### src/smcb_pkg.sv
package smcb_pkg;
  localparam logic [7:0] ADDR_Q1_SPLIT = 8'hB9;
  localparam logic [7:0] ADDR_Q0_SPLIT = 8'hBA;
  localparam logic [7:0] ADDR_MASK = 8'hBB;
  localparam logic [7:0] ADDR_STATUS = 8'hBC;
  localparam logic [7:0] ADDR_PAUSE = 8'hBD;
  localparam logic [7:0] ADDR_FIBRE = 8'hC0;
  localparam logic [7:0] ADDR_REG = 8'hC1;
  localparam logic [7:0] ADDR_VLAN = 8'hC2;
  localparam logic [7:0] ADDR_PWR = 8'hC3;
  localparam logic [7:0] Q1_SPLIT_VALUE = 8'h82;
  localparam logic [7:0] Q0_SPLIT_VALUE = 8'h81;
  localparam logic [7:0] RESET_BYTE = 8'h00;
  localparam logic [7:0] STATUS_USED = 8'h87;
  localparam logic [7:0] FIBRE_USED = 8'hC0;
  localparam logic [7:0] REG_USED = 8'h40;
  localparam logic [7:0] VLAN_USED = 8'h3F;
  localparam int BIT_P12 = 7;
  localparam int BIT_P3 = 2;
  localparam int BIT_P2 = 1;
  localparam int BIT_P1 = 0;
  localparam int BIT_HOSTCLK_OFF = 7;
  localparam int BIT_CORECLK_OFF = 6;
  localparam int BIT_IND_MODE_HI = 5;
  localparam int BIT_IND_MODE_LO = 4;
  localparam int BIT_IND_DEBUG = 3;
  localparam int BIT_PLL_OFF = 2;
  localparam int BIT_REG_OFF = 6;
  localparam int PAUSE_LIMIT_MS = 160;
  localparam int CLK_MHZ = 100;
  localparam int PAUSE_LIMIT_CYCLES = PAUSE_LIMIT_MS * 1000 * CLK_MHZ;
  localparam logic [1:0] LINK_WARM_DONE = 2'h3;
  typedef enum logic [1:0] {PM_NORMAL, PM_ENERGY, PM_SOFT_DOWN, PM_SAVING} smcb_pm_t;
endpackage

### src/smcb_bank.sv
`timescale 1ns/1ns
// ********************
// misc control bank
// ********************
module smcb_bank
  import smcb_pkg::*;
#(
  parameter int PAUSE_CYCLES = PAUSE_LIMIT_CYCLES
) (
  input wire logic clk_sys,
  input wire logic sys_rst,
  input wire logic [7:0] regAddr,
  input wire logic regWrite,
  input wire logic regRead,
  input wire logic [7:0] regWdata,
  output logic [7:0] regRdata,
  input wire logic port1CopperLink,
  input wire logic port1HostLink,
  input wire logic port2CopperLink,
  input wire logic port3HostLink,
  input wire logic pauseActive,
  output logic flowControlOffReq,
  output logic intOut,
  output logic port1FibreHighThreshold,
  output logic port2FibreHighThreshold,
  output logic regulatorOff,
  output logic [5:0] insertDefaultVlan,
  output logic hostClockOff,
  output logic coreClockOff,
  output logic pllOff,
  output smcb_pm_t powerMode,
  input wire logic linkAct,
  input wire logic linkOnly,
  input wire logic activity,
  input wire logic speed,
  input wire logic duplex,
  input wire logic energyDetectStretched,
  input wire logic deviceReady,
  output logic firstIndicatorPin,
  output logic secondIndicatorPin
);
  typedef struct packed {
    logic [7:0] mask;
    logic [7:0] pause;
    logic [7:0] fibre;
    logic [7:0] regc;
    logic [7:0] vlan;
    logic [7:0] pwr;
    logic [31:0] pauseCount;
    logic offReq;
    logic [7:0] rdata;
    logic ind0;
    logic ind1;
  } smcb_state_t;

  smcb_state_t st;
  smcb_state_t next_st;
  logic [3:0] linkLevel;
  logic [3:0] change;
  logic [7:0] events;
  logic [7:0] clearBits;
  logic [3:0] flagBits;
  logic [7:0] statusBits;
  logic n0;
  logic n1;

  // ********************
  // link watchers
  // ********************
  assign linkLevel = {port3HostLink, port2CopperLink, port1HostLink, port1CopperLink};

  smcb_link_watch smcb_link_watch_p1copper (
    .clk_sys(clk_sys),
    .sys_rst(sys_rst),
    .linkIn(linkLevel[0]),
    .linkChange(change[0])
  );

  smcb_link_watch smcb_link_watch_p1host (
    .clk_sys(clk_sys),
    .sys_rst(sys_rst),
    .linkIn(linkLevel[1]),
    .linkChange(change[1])
  );

  smcb_link_watch smcb_link_watch_p2copper (
    .clk_sys(clk_sys),
    .sys_rst(sys_rst),
    .linkIn(linkLevel[2]),
    .linkChange(change[2])
  );

  smcb_link_watch smcb_link_watch_p3host (
    .clk_sys(clk_sys),
    .sys_rst(sys_rst),
    .linkIn(linkLevel[3]),
    .linkChange(change[3])
  );
  // ********************
  // status flags
  // ********************
  smcb_event_flag smcb_event_flag_p12 (
    .clk_sys(clk_sys),
    .sys_rst(sys_rst),
    .setEvent(events[BIT_P12]),
    .clearReq(clearBits[BIT_P12]),
    .flag(flagBits[3])
  );

  smcb_event_flag smcb_event_flag_p3 (
    .clk_sys(clk_sys),
    .sys_rst(sys_rst),
    .setEvent(events[BIT_P3]),
    .clearReq(clearBits[BIT_P3]),
    .flag(flagBits[2])
  );

  smcb_event_flag smcb_event_flag_p2 (
    .clk_sys(clk_sys),
    .sys_rst(sys_rst),
    .setEvent(events[BIT_P2]),
    .clearReq(clearBits[BIT_P2]),
    .flag(flagBits[1])
  );

  smcb_event_flag smcb_event_flag_p1 (
    .clk_sys(clk_sys),
    .sys_rst(sys_rst),
    .setEvent(events[BIT_P1]),
    .clearReq(clearBits[BIT_P1]),
    .flag(flagBits[0])
  );
  assign statusBits = {flagBits[3], 4'h0, flagBits[2], flagBits[1], flagBits[0]};

  // ********************
  // next state
  // ********************
  always_comb begin
    next_st = st;
    // ********************
    // link events
    // ********************
    events = 8'h00;
    events[BIT_P12] = change[0] | change[2];
    events[BIT_P3] = change[3];
    events[BIT_P2] = change[2];
    events[BIT_P1] = change[0] | change[1];
    clearBits = 8'h00;
    if (regWrite && regAddr == ADDR_STATUS) begin
      clearBits = regWdata;
    end
    // ********************
    // register writes
    // ********************
    if (regWrite) begin
      if (regAddr == ADDR_MASK) begin
        next_st.mask = regWdata;
      end else if (regAddr == ADDR_PAUSE) begin
        next_st.pause = regWdata;
      end else if (regAddr == ADDR_FIBRE) begin
        next_st.fibre = regWdata & FIBRE_USED;
      end else if (regAddr == ADDR_REG) begin
        next_st.regc = regWdata & REG_USED;
      end else if (regAddr == ADDR_VLAN) begin
        next_st.vlan = regWdata & VLAN_USED;
      end else if (regAddr == ADDR_PWR) begin
        next_st.pwr = regWdata;
      end
    end
    // ********************
    // pause timer
    // ********************
    if (st.pause != 8'h00 && pauseActive) begin
      if (st.pauseCount >= PAUSE_CYCLES - 1) begin
        next_st.offReq = 1'b1;
      end else begin
        next_st.pauseCount = st.pauseCount + 32'h00000001;
      end
    end else begin
      next_st.pauseCount = 32'h00000000;
      next_st.offReq = 1'b0;
    end
    // ********************
    // read mux
    // ********************
    if (regAddr == ADDR_Q1_SPLIT) begin
      next_st.rdata = Q1_SPLIT_VALUE;
    end else if (regAddr == ADDR_Q0_SPLIT) begin
      next_st.rdata = Q0_SPLIT_VALUE;
    end else if (regAddr == ADDR_MASK) begin
      next_st.rdata = st.mask;
    end else if (regAddr == ADDR_STATUS) begin
      next_st.rdata = statusBits;
    end else if (regAddr == ADDR_PAUSE) begin
      next_st.rdata = st.pause;
    end else if (regAddr == ADDR_FIBRE) begin
      next_st.rdata = st.fibre;
    end else if (regAddr == ADDR_REG) begin
      next_st.rdata = st.regc;
    end else if (regAddr == ADDR_VLAN) begin
      next_st.rdata = st.vlan;
    end else if (regAddr == ADDR_PWR) begin
      next_st.rdata = st.pwr;
    end else begin
      next_st.rdata = 8'h00;
    end
    if (!regRead) begin
      next_st.rdata = st.rdata;
    end
    // ********************
    // indicator pins
    // ********************
    case (st.pwr[BIT_IND_MODE_HI:BIT_IND_MODE_LO])
      2'b00: begin
        n0 = linkAct;
        n1 = speed;
      end
      2'b01: begin
        n0 = linkOnly;
        n1 = activity;
      end
      2'b10: begin
        n0 = linkAct;
        n1 = duplex;
      end
      default: begin
        n0 = linkOnly;
        n1 = duplex;
      end
    endcase
    if (st.pwr[BIT_IND_DEBUG]) begin
      next_st.ind0 = ~deviceReady;
      next_st.ind1 = ~energyDetectStretched;
    end else begin
      next_st.ind0 = n0;
      next_st.ind1 = n1;
    end
  end

  // ********************
  // registers
  // ********************
  always_ff @(posedge clk_sys or posedge sys_rst) begin
    if (sys_rst) begin
      st <= '0;
    end else begin
      st <= next_st;
    end
  end

  // ********************
  // outputs
  // ********************
  assign regRdata = st.rdata;
  assign intOut = |(statusBits & st.mask);
  assign flowControlOffReq = st.offReq;
  assign port2FibreHighThreshold = st.fibre[7];
  assign port1FibreHighThreshold = st.fibre[6];
  assign regulatorOff = st.regc[BIT_REG_OFF];
  assign insertDefaultVlan = st.vlan[5:0];
  assign hostClockOff = st.pwr[BIT_HOSTCLK_OFF];
  assign coreClockOff = st.pwr[BIT_CORECLK_OFF];
  assign pllOff = st.pwr[BIT_PLL_OFF];
  assign powerMode = smcb_pm_t'(st.pwr[1:0]);
  assign firstIndicatorPin = st.ind0;
  assign secondIndicatorPin = st.ind1;
endmodule // smcb_bank

// ********************
// link watcher
// ********************
module smcb_link_watch
  import smcb_pkg::*;
(
  input wire logic clk_sys,
  input wire logic sys_rst,
  input wire logic linkIn,
  output logic linkChange
);
  typedef struct packed {
    logic sync1;
    logic sync2;
    logic prev;
    logic [1:0] warm;
  } smcb_watch_t;

  smcb_watch_t st;
  smcb_watch_t next_st;

  // ********************
  // next state
  // ********************
  always_comb begin
    next_st = st;
    next_st.sync1 = linkIn;
    next_st.sync2 = st.sync1;
    next_st.prev = st.sync2;
    if (st.warm != LINK_WARM_DONE) begin
      next_st.warm = st.warm + 2'h1;
    end
  end

  // ********************
  // registers
  // ********************
  always_ff @(posedge clk_sys or posedge sys_rst) begin
    if (sys_rst) begin
      st <= '0;
    end else begin
      st <= next_st;
    end
  end

  // ********************
  // outputs
  // ********************
  assign linkChange = (st.warm == LINK_WARM_DONE) && (st.sync2 != st.prev);
endmodule // smcb_link_watch

// ********************
// sticky event flag
// ********************
module smcb_event_flag
  import smcb_pkg::*;
(
  input wire logic clk_sys,
  input wire logic sys_rst,
  input wire logic setEvent,
  input wire logic clearReq,
  output logic flag
);
  typedef struct packed {
    logic flag;
  } smcb_flag_t;

  smcb_flag_t st;
  smcb_flag_t next_st;

  // ********************
  // next state
  // ********************
  always_comb begin
    next_st = st;
    if (setEvent) begin
      next_st.flag = 1'b1;
    end else if (clearReq) begin
      next_st.flag = 1'b0;
    end
  end

  // ********************
  // registers
  // ********************
  always_ff @(posedge clk_sys or posedge sys_rst) begin
    if (sys_rst) begin
      st <= '0;
    end else begin
      st <= next_st;
    end
  end

  // ********************
  // outputs
  // ********************
  assign flag = st.flag;
endmodule // smcb_event_flag

### config.mk
export PLATFORM = sky130hd
export DESIGN_NAME = smcb_bank
export DESIGN_NICKNAME = d
export VERILOG_FILES = /design/src/smcb_pkg.sv /design/src/smcb_bank.sv
export SDC_FILE = /design/constraint.sdc
export NUM_CORES = 1
export LEC_CHECK = 0
export BUFFER_PORTS_ARGS = -buffer_cell sky130_fd_sc_hd__buf_2
export CAP_MARGIN = 20
export CORE_ASPECT_RATIO = 2
export CORE_MARGIN = 5
export CORE_UTILIZATION = 54
export CTS_CLUSTER_SIZE = 12
export DETAILED_ROUTE_END_ITERATION = 8
export HOLD_SLACK_MARGIN = 0.1
export MAX_ROUTING_LAYER = met4
export PLACE_DENSITY = 0.75
export SKIP_CTS_REPAIR_TIMING = 1
export SYNTH_ARGS = -nofsm -noshare
export SYNTH_HDL_FRONTEND = slang
export SYNTH_SLANG_ARGS = --single-unit
### constraint.sdc
create_clock -name clk_sys -period 7.66 [get_ports clk_sys]
set_input_delay 1.532 -clock clk_sys [delete_from_list [all_inputs] [get_ports clk_sys]]
set_output_delay 1.532 -clock clk_sys [all_outputs]
set_load 0.02 [all_outputs]
==> summary.txt, run 1 <==
clk_lat worst skew - 0.34 ns
residual DRC count - 0
Post-synth EDFFs - 0
largest net degree at the start of global routing - 80
routed vias/inst - 6.01
Hold/Removal Path Class - reg -> reg
CTS Buf Count - 9
kind of critical path - in -> reg
internal power - 800 uW
Post-synth top cells - dfrtp_1, mux2_2, nor2_1
Fillers - 726
clk sinks - 100
top cells by area, synth - dfrtp_1, mux2_2, xor2_1
worst hold slack - 0.336 ns
Synth Warn # - 0
worst vdd ir - 0.000169 V
Max stage delay on crit path - 0.59 ns
H-tree depth - 3
Final Hold Viols - 0
Worst Setup End Kind - register
relative slew slack - 35.7%
die width - 75.8 microns
clock share of power - 39.8%
starting density of the core - 54.8%
die outline area - 0.0107 sq mm
synthesized instance count - 423
gr ovfl total - 0
Net Sw Frac - 24.2%
Slew Limit Fails - 0
Core ar. - 0.00853 sq mm
Cell Area, Synth - 0.00467 sq mm
RSZ-0062 raised after global routing - false
Gate power share - 7.7%
ANT cells - 0
arrival time worst endpoint - 3.41 ns
DP Worst Slack - 4.11 ns
Post-synth ARST share - 100%
Max Root-Sink Buffers - 2
setup ws final - 4.48 ns
clock skew - 0.0104 ns
root buffer cell - clkbuf_16
share of cells above drive strength 1 - 25.9%
first-pass GRT wire length - 17000 microns
Least-Margin Pin Slew - 0.964 ns
period utilization - 41.5%
Final Cell Area - 0.00520 sq mm
Placer Congestion - 0.924
Routed Antenna Nets - 0
startpoint types - input pin
vias in the first global route - 3550
initial antenna violation count - 0
area grow syn2layout - 11.3%
# rows - 48
Seq/Total Area, Yosys - 53.6%
min cycle time layout - 3.18 ns
status - finished, final reports clean
WL/cell - 18.3 microns
number of synthesized register bits - 100
CP cell instances - buf_2 -> or4b_1 -> nor2_1 -> nand4_1 -> mux2_2
switching pwr - 255 uW
Cell variety after synth - 54
most frequent cell after synthesis - dfrtp_1
endpoints failing setup - 0
Crit-path slowest cell - or4b_1
Clk pin slew, worst setup/hold paths - 0.07 ns
Post-Syn Area per Cell - 11.0 sq um
Seq pwr share - 52.6%
routed via count - 3408
Area after DPL - 0.00492 sq mm
Routed WL - 10400 microns
fmax - 315 MHz
WP data required - 7.89 ns
Net count, final - 500
Leakage Power - 0.00240 uW
worst-path maximum fanout - 8
Ports - 58
syn_nets - 460
DR pass1 iterations - 4
post-synth top area cell - dfrtp_1
Pwr Total - 1050 uW
Synth top area share - 53.6%
Crit path buffers/inverters - 1
die height - 142 microns
Port Buf Inserts - 57
Final TNS setup - 0 ns
CP top delay family - simple AND/OR/NAND/NOR gates
CTS tree - yes
area of the multi-input gates - 0.00196 sq mm
Register Area - 0.00250 sq mm
DRT iter0 DRCs - 231
Primary FF master, synth - dfrtp_1
PwrDens - 203 mW/mm^2
Max-cap violations - 0
dpl hpwl - 7740 microns
Total GRT Usage - 21.5%
-- layout by cell type (no fill, tap or decap), types with 7 or more instances in the layout --
master     Yosys  routed
dfrtp_1      100     100
buf_2          1      57
mux2_2        38      38
nor2_1        36      36
nand2_1       27      27
o21ai_0       17      17
a21oi_1       17      17
xor2_1        16      16
nand3_1       14      14
and3_1        13      13
clkbuf_16      0       9
nor3_1         8       8
inv_1          9       8
nand4_1        7       7
xnor2_1        7       7
-- cells by family (layout without fill, tap and decap cells) --
logic type,Yosys count,after routing,share of synthesized area [%]
xor+xnor,23,23,4.31
flops,100,100,53.6
buf+inv,39,83,4.53
simple gates,135,135,15.0
mux,40,40,9.59
fa+ha+maj,5,5,1.34
compound gates,81,81,11.7
-- power by group through the flow --
stage	Combinational [uW]	Sequential (uW)	Clock [uW]
floorplan	53.4	563	0
global placement	79.9	564	0
detailed placement	81.9	564	0
CTS	82.3	554	431
global route	90.5	556	453
finish	80.9	554	420
-- layer usage --
layer / track usage, % / up-vias / routed length, microns
met4: 11.6 / 0 / 439
met5: - / - / 0
met1: 21.8 / 1690 / 3650
met3: 3.55 / 32 / 378
li1: - / 1596 / -
met2: 37.5 / 90 / 5910
-- registers in the layout, indices dropped and copies added (netlist names), 3 cells and up --
name / cells
st: 51
regRdata: 8
insertDefaultVlan: 6
smcb_link_watch_p1copper.st: 3
smcb_link_watch_p1host.st: 3
smcb_link_watch_p2copper.st: 3
smcb_link_watch_p3host.st: 3
-- path summary, 6_finish.rpt --
kind                                              startpoint                                end  slack [ns]  cells after the start
setup / recovery                                  regAddr[5]                             st[47]        4.48                      5
hold / removal             smcb_link_watch_p3host.next_st[3]  smcb_link_watch_p3host.next_st[2]        0.34                      0
setup reg to reg                                      st[11]                             st[23]        5.07                      7
hold reg to reg            smcb_link_watch_p3host.next_st[3]  smcb_link_watch_p3host.next_st[2]        0.34                      0
max in group asynchronous                            sys_rst                             st[88]        5.27                      3
min in group asynchronous                            sys_rst  smcb_link_watch_p3host.next_st[2]        1.13                      2
-- per-stage QoR --
stage / util [%] / cells
detailed placement: 57.7 / 552
finish: 61.0 / 567
global route: 61.0 / 567
global placement: 57.7 / 552
CTS: 61.0 / 567
floorplan: - / 423
-- area by class of cell --
cell class / count / area share [%]
flip-flops and latches: 100 / 48.1
multi-input cells: 284 / 37.7
repair buffers: 59 / 5.77
clock buffers: 11 / 4.67
well taps: 100 / 2.41
inverters: 9 / 0.698
clock inverters: 4 / 0.674
No activity file was read; power rests on OpenSTA's default activity.
==> run 2: changes to the inputs <==
- ABC_AREA: unset -> 1
- CORE_UTILIZATION: 54 -> 53
- PLACE_DENSITY: 0.75 -> 0.76
- clock period: 7.66 -> 2.8 ns (I/O delays scaled with it)
==> run 2 against run 1 <==
  * Synthesized area increased by 12%
  * Final area increased by 12%
  * Count of clock-buffer cells in the layout increased by 1
  * Via count increased by 32%
  * Cell count increased by 51%
  * Largest cell class unchanged
==> summary.txt, run 2 <==
status - finished, final reports clean (unchanged)
Cell Area, Synth - 0.00521 sq mm (was 0.00467 sq mm)
WL/cell - 14.3 microns (was 18.3 microns)
Post-Syn Area per Cell - 7.69 sq um (was 11.0 sq um)
Cell variety after synth - 36 (was 54)
Ports - 58 (unchanged)
clock skew - 0.00542 ns (was 0.0104 ns)
Hold/Removal Path Class - in -> async (was reg -> reg)
Seq/Total Area, Yosys - 48.0% (was 53.6%)
gr ovfl total - 0 (unchanged)
Max stage delay on crit path - 0.46 ns (was 0.59 ns)
die outline area - 0.0120 sq mm (was 0.0107 sq mm)
root buffer cell - clkbuf_16 (unchanged)
commonest non-fill, non-tap cell in the layout - nand2_1 (was dfrtp_1)
share of cells above drive strength 1 - 13.9% (was 25.9%)
Routed WL - 12300 microns (was 10400 microns)
most flop-heavy register - st (unchanged)
starting density of the core - 53.8% (was 54.8%)
Port Buf Inserts - 57 (unchanged)
residual DRC count - 0 (unchanged)
largest net degree at the start of global routing - 47 (was 80)
most frequent cell after synthesis - nand2_1 (was dfrtp_1)
vias in the first global route - 4438 (was 3550)
min cycle time layout - 2.05 ns
post-synth top area cell - dfrtp_1 (unchanged)
Total GRT Usage - 22.6% (was 21.5%)
Primary FF master, synth - dfrtp_1 (unchanged)
endpoints failing setup - 0 (unchanged)
Slew Limit Fails - 0 (unchanged)
Crit-path slowest cell - dfrtp_1 (was or4b_1)
Leakage Power - 0.00286 uW (was 0.00240 uW)
die height - 150 microns (was 142 microns)
routed vias/inst - 5.25 (was 6.01)
dpl hpwl - 9570 microns (was 7740 microns)
area grow syn2layout - 11.3% (about the same)
clk_lat worst skew - 0.33 ns (was 0.34 ns)
first-pass GRT wire length - 20500 microns (was 17000 microns)
CTS Buf Count - 9 (unchanged)
startpoint types - register (was input pin)
worst-path maximum fanout - 25 (was 8)
Net count, final - 758 (was 500)
Worst Setup End Kind - register (unchanged)
syn_nets - 715 (was 460)
number of synthesized register bits - 100 (unchanged)
Clk pin slew, worst setup/hold paths - 0.06 ns (was 0.07 ns)
initial antenna violation count - 0 (unchanged)
CP cell instances - ha_1 -> inv_2 -> nor2_4 -> nand2_2 -> clkinv_1 -> nand2_1 -> nand2_2 -> nand2_4 -> nand2_8 -> nand2_4 -> nand2_1 -> nand2_1 (was buf_2 -> or4b_1 -> nor2_1 -> nand4_1 -> mux2_2)
die width - 80.1 microns (was 75.8 microns)
Core ar. - 0.00970 sq mm (was 0.00853 sq mm)
Synth top area share - 48.0% (was 53.6%)
worst vdd ir - 0.000270 V (was 0.000169 V)
CTS tree - yes (unchanged)
kind of critical path - reg -> reg (was in -> reg)
Max-cap violations - 0 (unchanged)
relative slew slack - 54.8% (was 35.7%)
Least-Margin Pin Slew - 0.676 ns (was 0.964 ns)
arrival time worst endpoint - 2.27 ns (was 3.41 ns)
DR pass1 iterations - 4 (unchanged)
Post-synth EDFFs - 0 (unchanged)
H-tree depth - 3 (unchanged)
Routed Antenna Nets - 0 (unchanged)
synthesized instance count - 678 (was 423)
Pwr Total - 2910 uW (was 1050 uW)
top cells by area, synth - dfrtp_1, nand2_1, nor2_1 (was dfrtp_1, mux2_2, xor2_1)
# rows - 51 (was 48)
clk sinks - 100 (unchanged)
max reg flops - 51 (unchanged)
period utilization - 73.1%
Worst path most repeated cell - nand2_1
Synth Warn # - 0 (unchanged)
DRT iter0 DRCs - 175 (was 231)
fmax - 489 MHz
routed via count - 4503 (was 3408)
PwrDens - 501 mW/mm^2 (was 203 mW/mm^2)
Placer Congestion - 0.964 (was 0.924)
RSZ-0062 raised after global routing - false (unchanged)
reg2reg setup slack - 0.75 ns (was 5.07 ns)
Final Hold Viols - 0 (unchanged)
Final TNS setup - 0 ns (unchanged)
Post-synth top cells - nand2_1, dfrtp_1, nor2_1 (was dfrtp_1, mux2_2, nor2_1)
WP data required - 3.02 ns (was 7.89 ns)
Max Root-Sink Buffers - 2 (unchanged)
Post-synth ARST share - 100% (unchanged)
ANT cells - 0 (unchanged)
most frequent cells in the layout - nand2_1, dfrtp_1, nor2_1 (was dfrtp_1, buf_2, mux2_2)
## run 2: changes by cell type in the layout (fill, tap and decap cells not counted), moves of 11 or more
cell	before	now
a21oi_1	17	3
and3_1	13	0
inv_1	8	57
mux2_2	38	4
nand2_1	27	223
nand3_1	14	52
nand4_1	7	18
nor2_1	36	91
o21ai_0	17	45
## run 2: logic make-up (layout without fill, tap and decap cells)
group,count (synthesis),count (layout),share of synthesized area (%)
buffers and inverters,91,139,8.18
and+or+nand+nor,405,405,33.1
xor gates and xnor gates,16,16,2.69
adders and majority gates,5,5,1.20
AOI/OAI and AO/OA,56,56,5.76
DFF,100,100,48.0
muxes,5,5,1.06
## run 2: cell type report
| cell class | instances | area, sq um |
|---|---|---|
| clock buffers | 12 | 256 |
| flip-flops and latches | 100 | 2500 |
| clock inverters | 4 | 23.8 |
| multi-input cells | 487 | 2280 |
| inverters | 61 | 233 |
| well taps | 132 | 165 |
| repair buffers | 62 | 335 |
| fillers | 927 | 3900 |
## run 2: worst max-delay path: cells and delay by family, from the launching register on
family / cells / cell delay [ns]
adders and majority gates: 1 / 0.30
buffers and inverters: 2 / 0.14
DFF: 1 / 0.46
and+or+nand+nor: 9 / 1.01
## run 2: routing by layer
metal	track usage (%)	share of wire (%)
met3	2.69	3.2
met1	22.0	36
met4	13.6	5.8
met2	41.3	55
met5	-	0
## run 2: worst paths after layout
path,endpoint,cells past startpoint,start
min in group clk_sys,smcb_link_watch_p3host.next_st[3],1,port3HostLink
worst min register to register,smcb_link_watch_p2copper.next_st[2],0,smcb_link_watch_p2copper.next_st[3]
worst max register to register,st[34],12,st[11]
max in group asynchronous,regRdata[5],3,sys_rst
worst max-delay path,st[34],12,st[11]
worst min-delay path,smcb_link_watch_p3host.next_st[3],2,sys_rst
## run 2: power by group
| part | switching, uW | internal (uW) | leakage (uW) |
|---|---|---|---|
| combinational | 167 | 67.8 | 0.00142 |
| clock | 507 | 648 | 0.000142 |
| sequential | 31.8 | 1480 | 0.00129 |
## run 2: per-stage QoR
stage,worst slack [ns],area (sq um),util (%),cells,hold slack (ns)
after floorplan,1.05,5220,-,678,0.331
after global placement,0.688,5520,56.9,842,0.333
after detailed placement,0.662,5520,56.9,842,0.335
after CTS,0.760,5800,59.8,858,0.320
after global routing,0.554,5800,59.8,858,0.326
final,0.754,5800,59.8,858,0.324
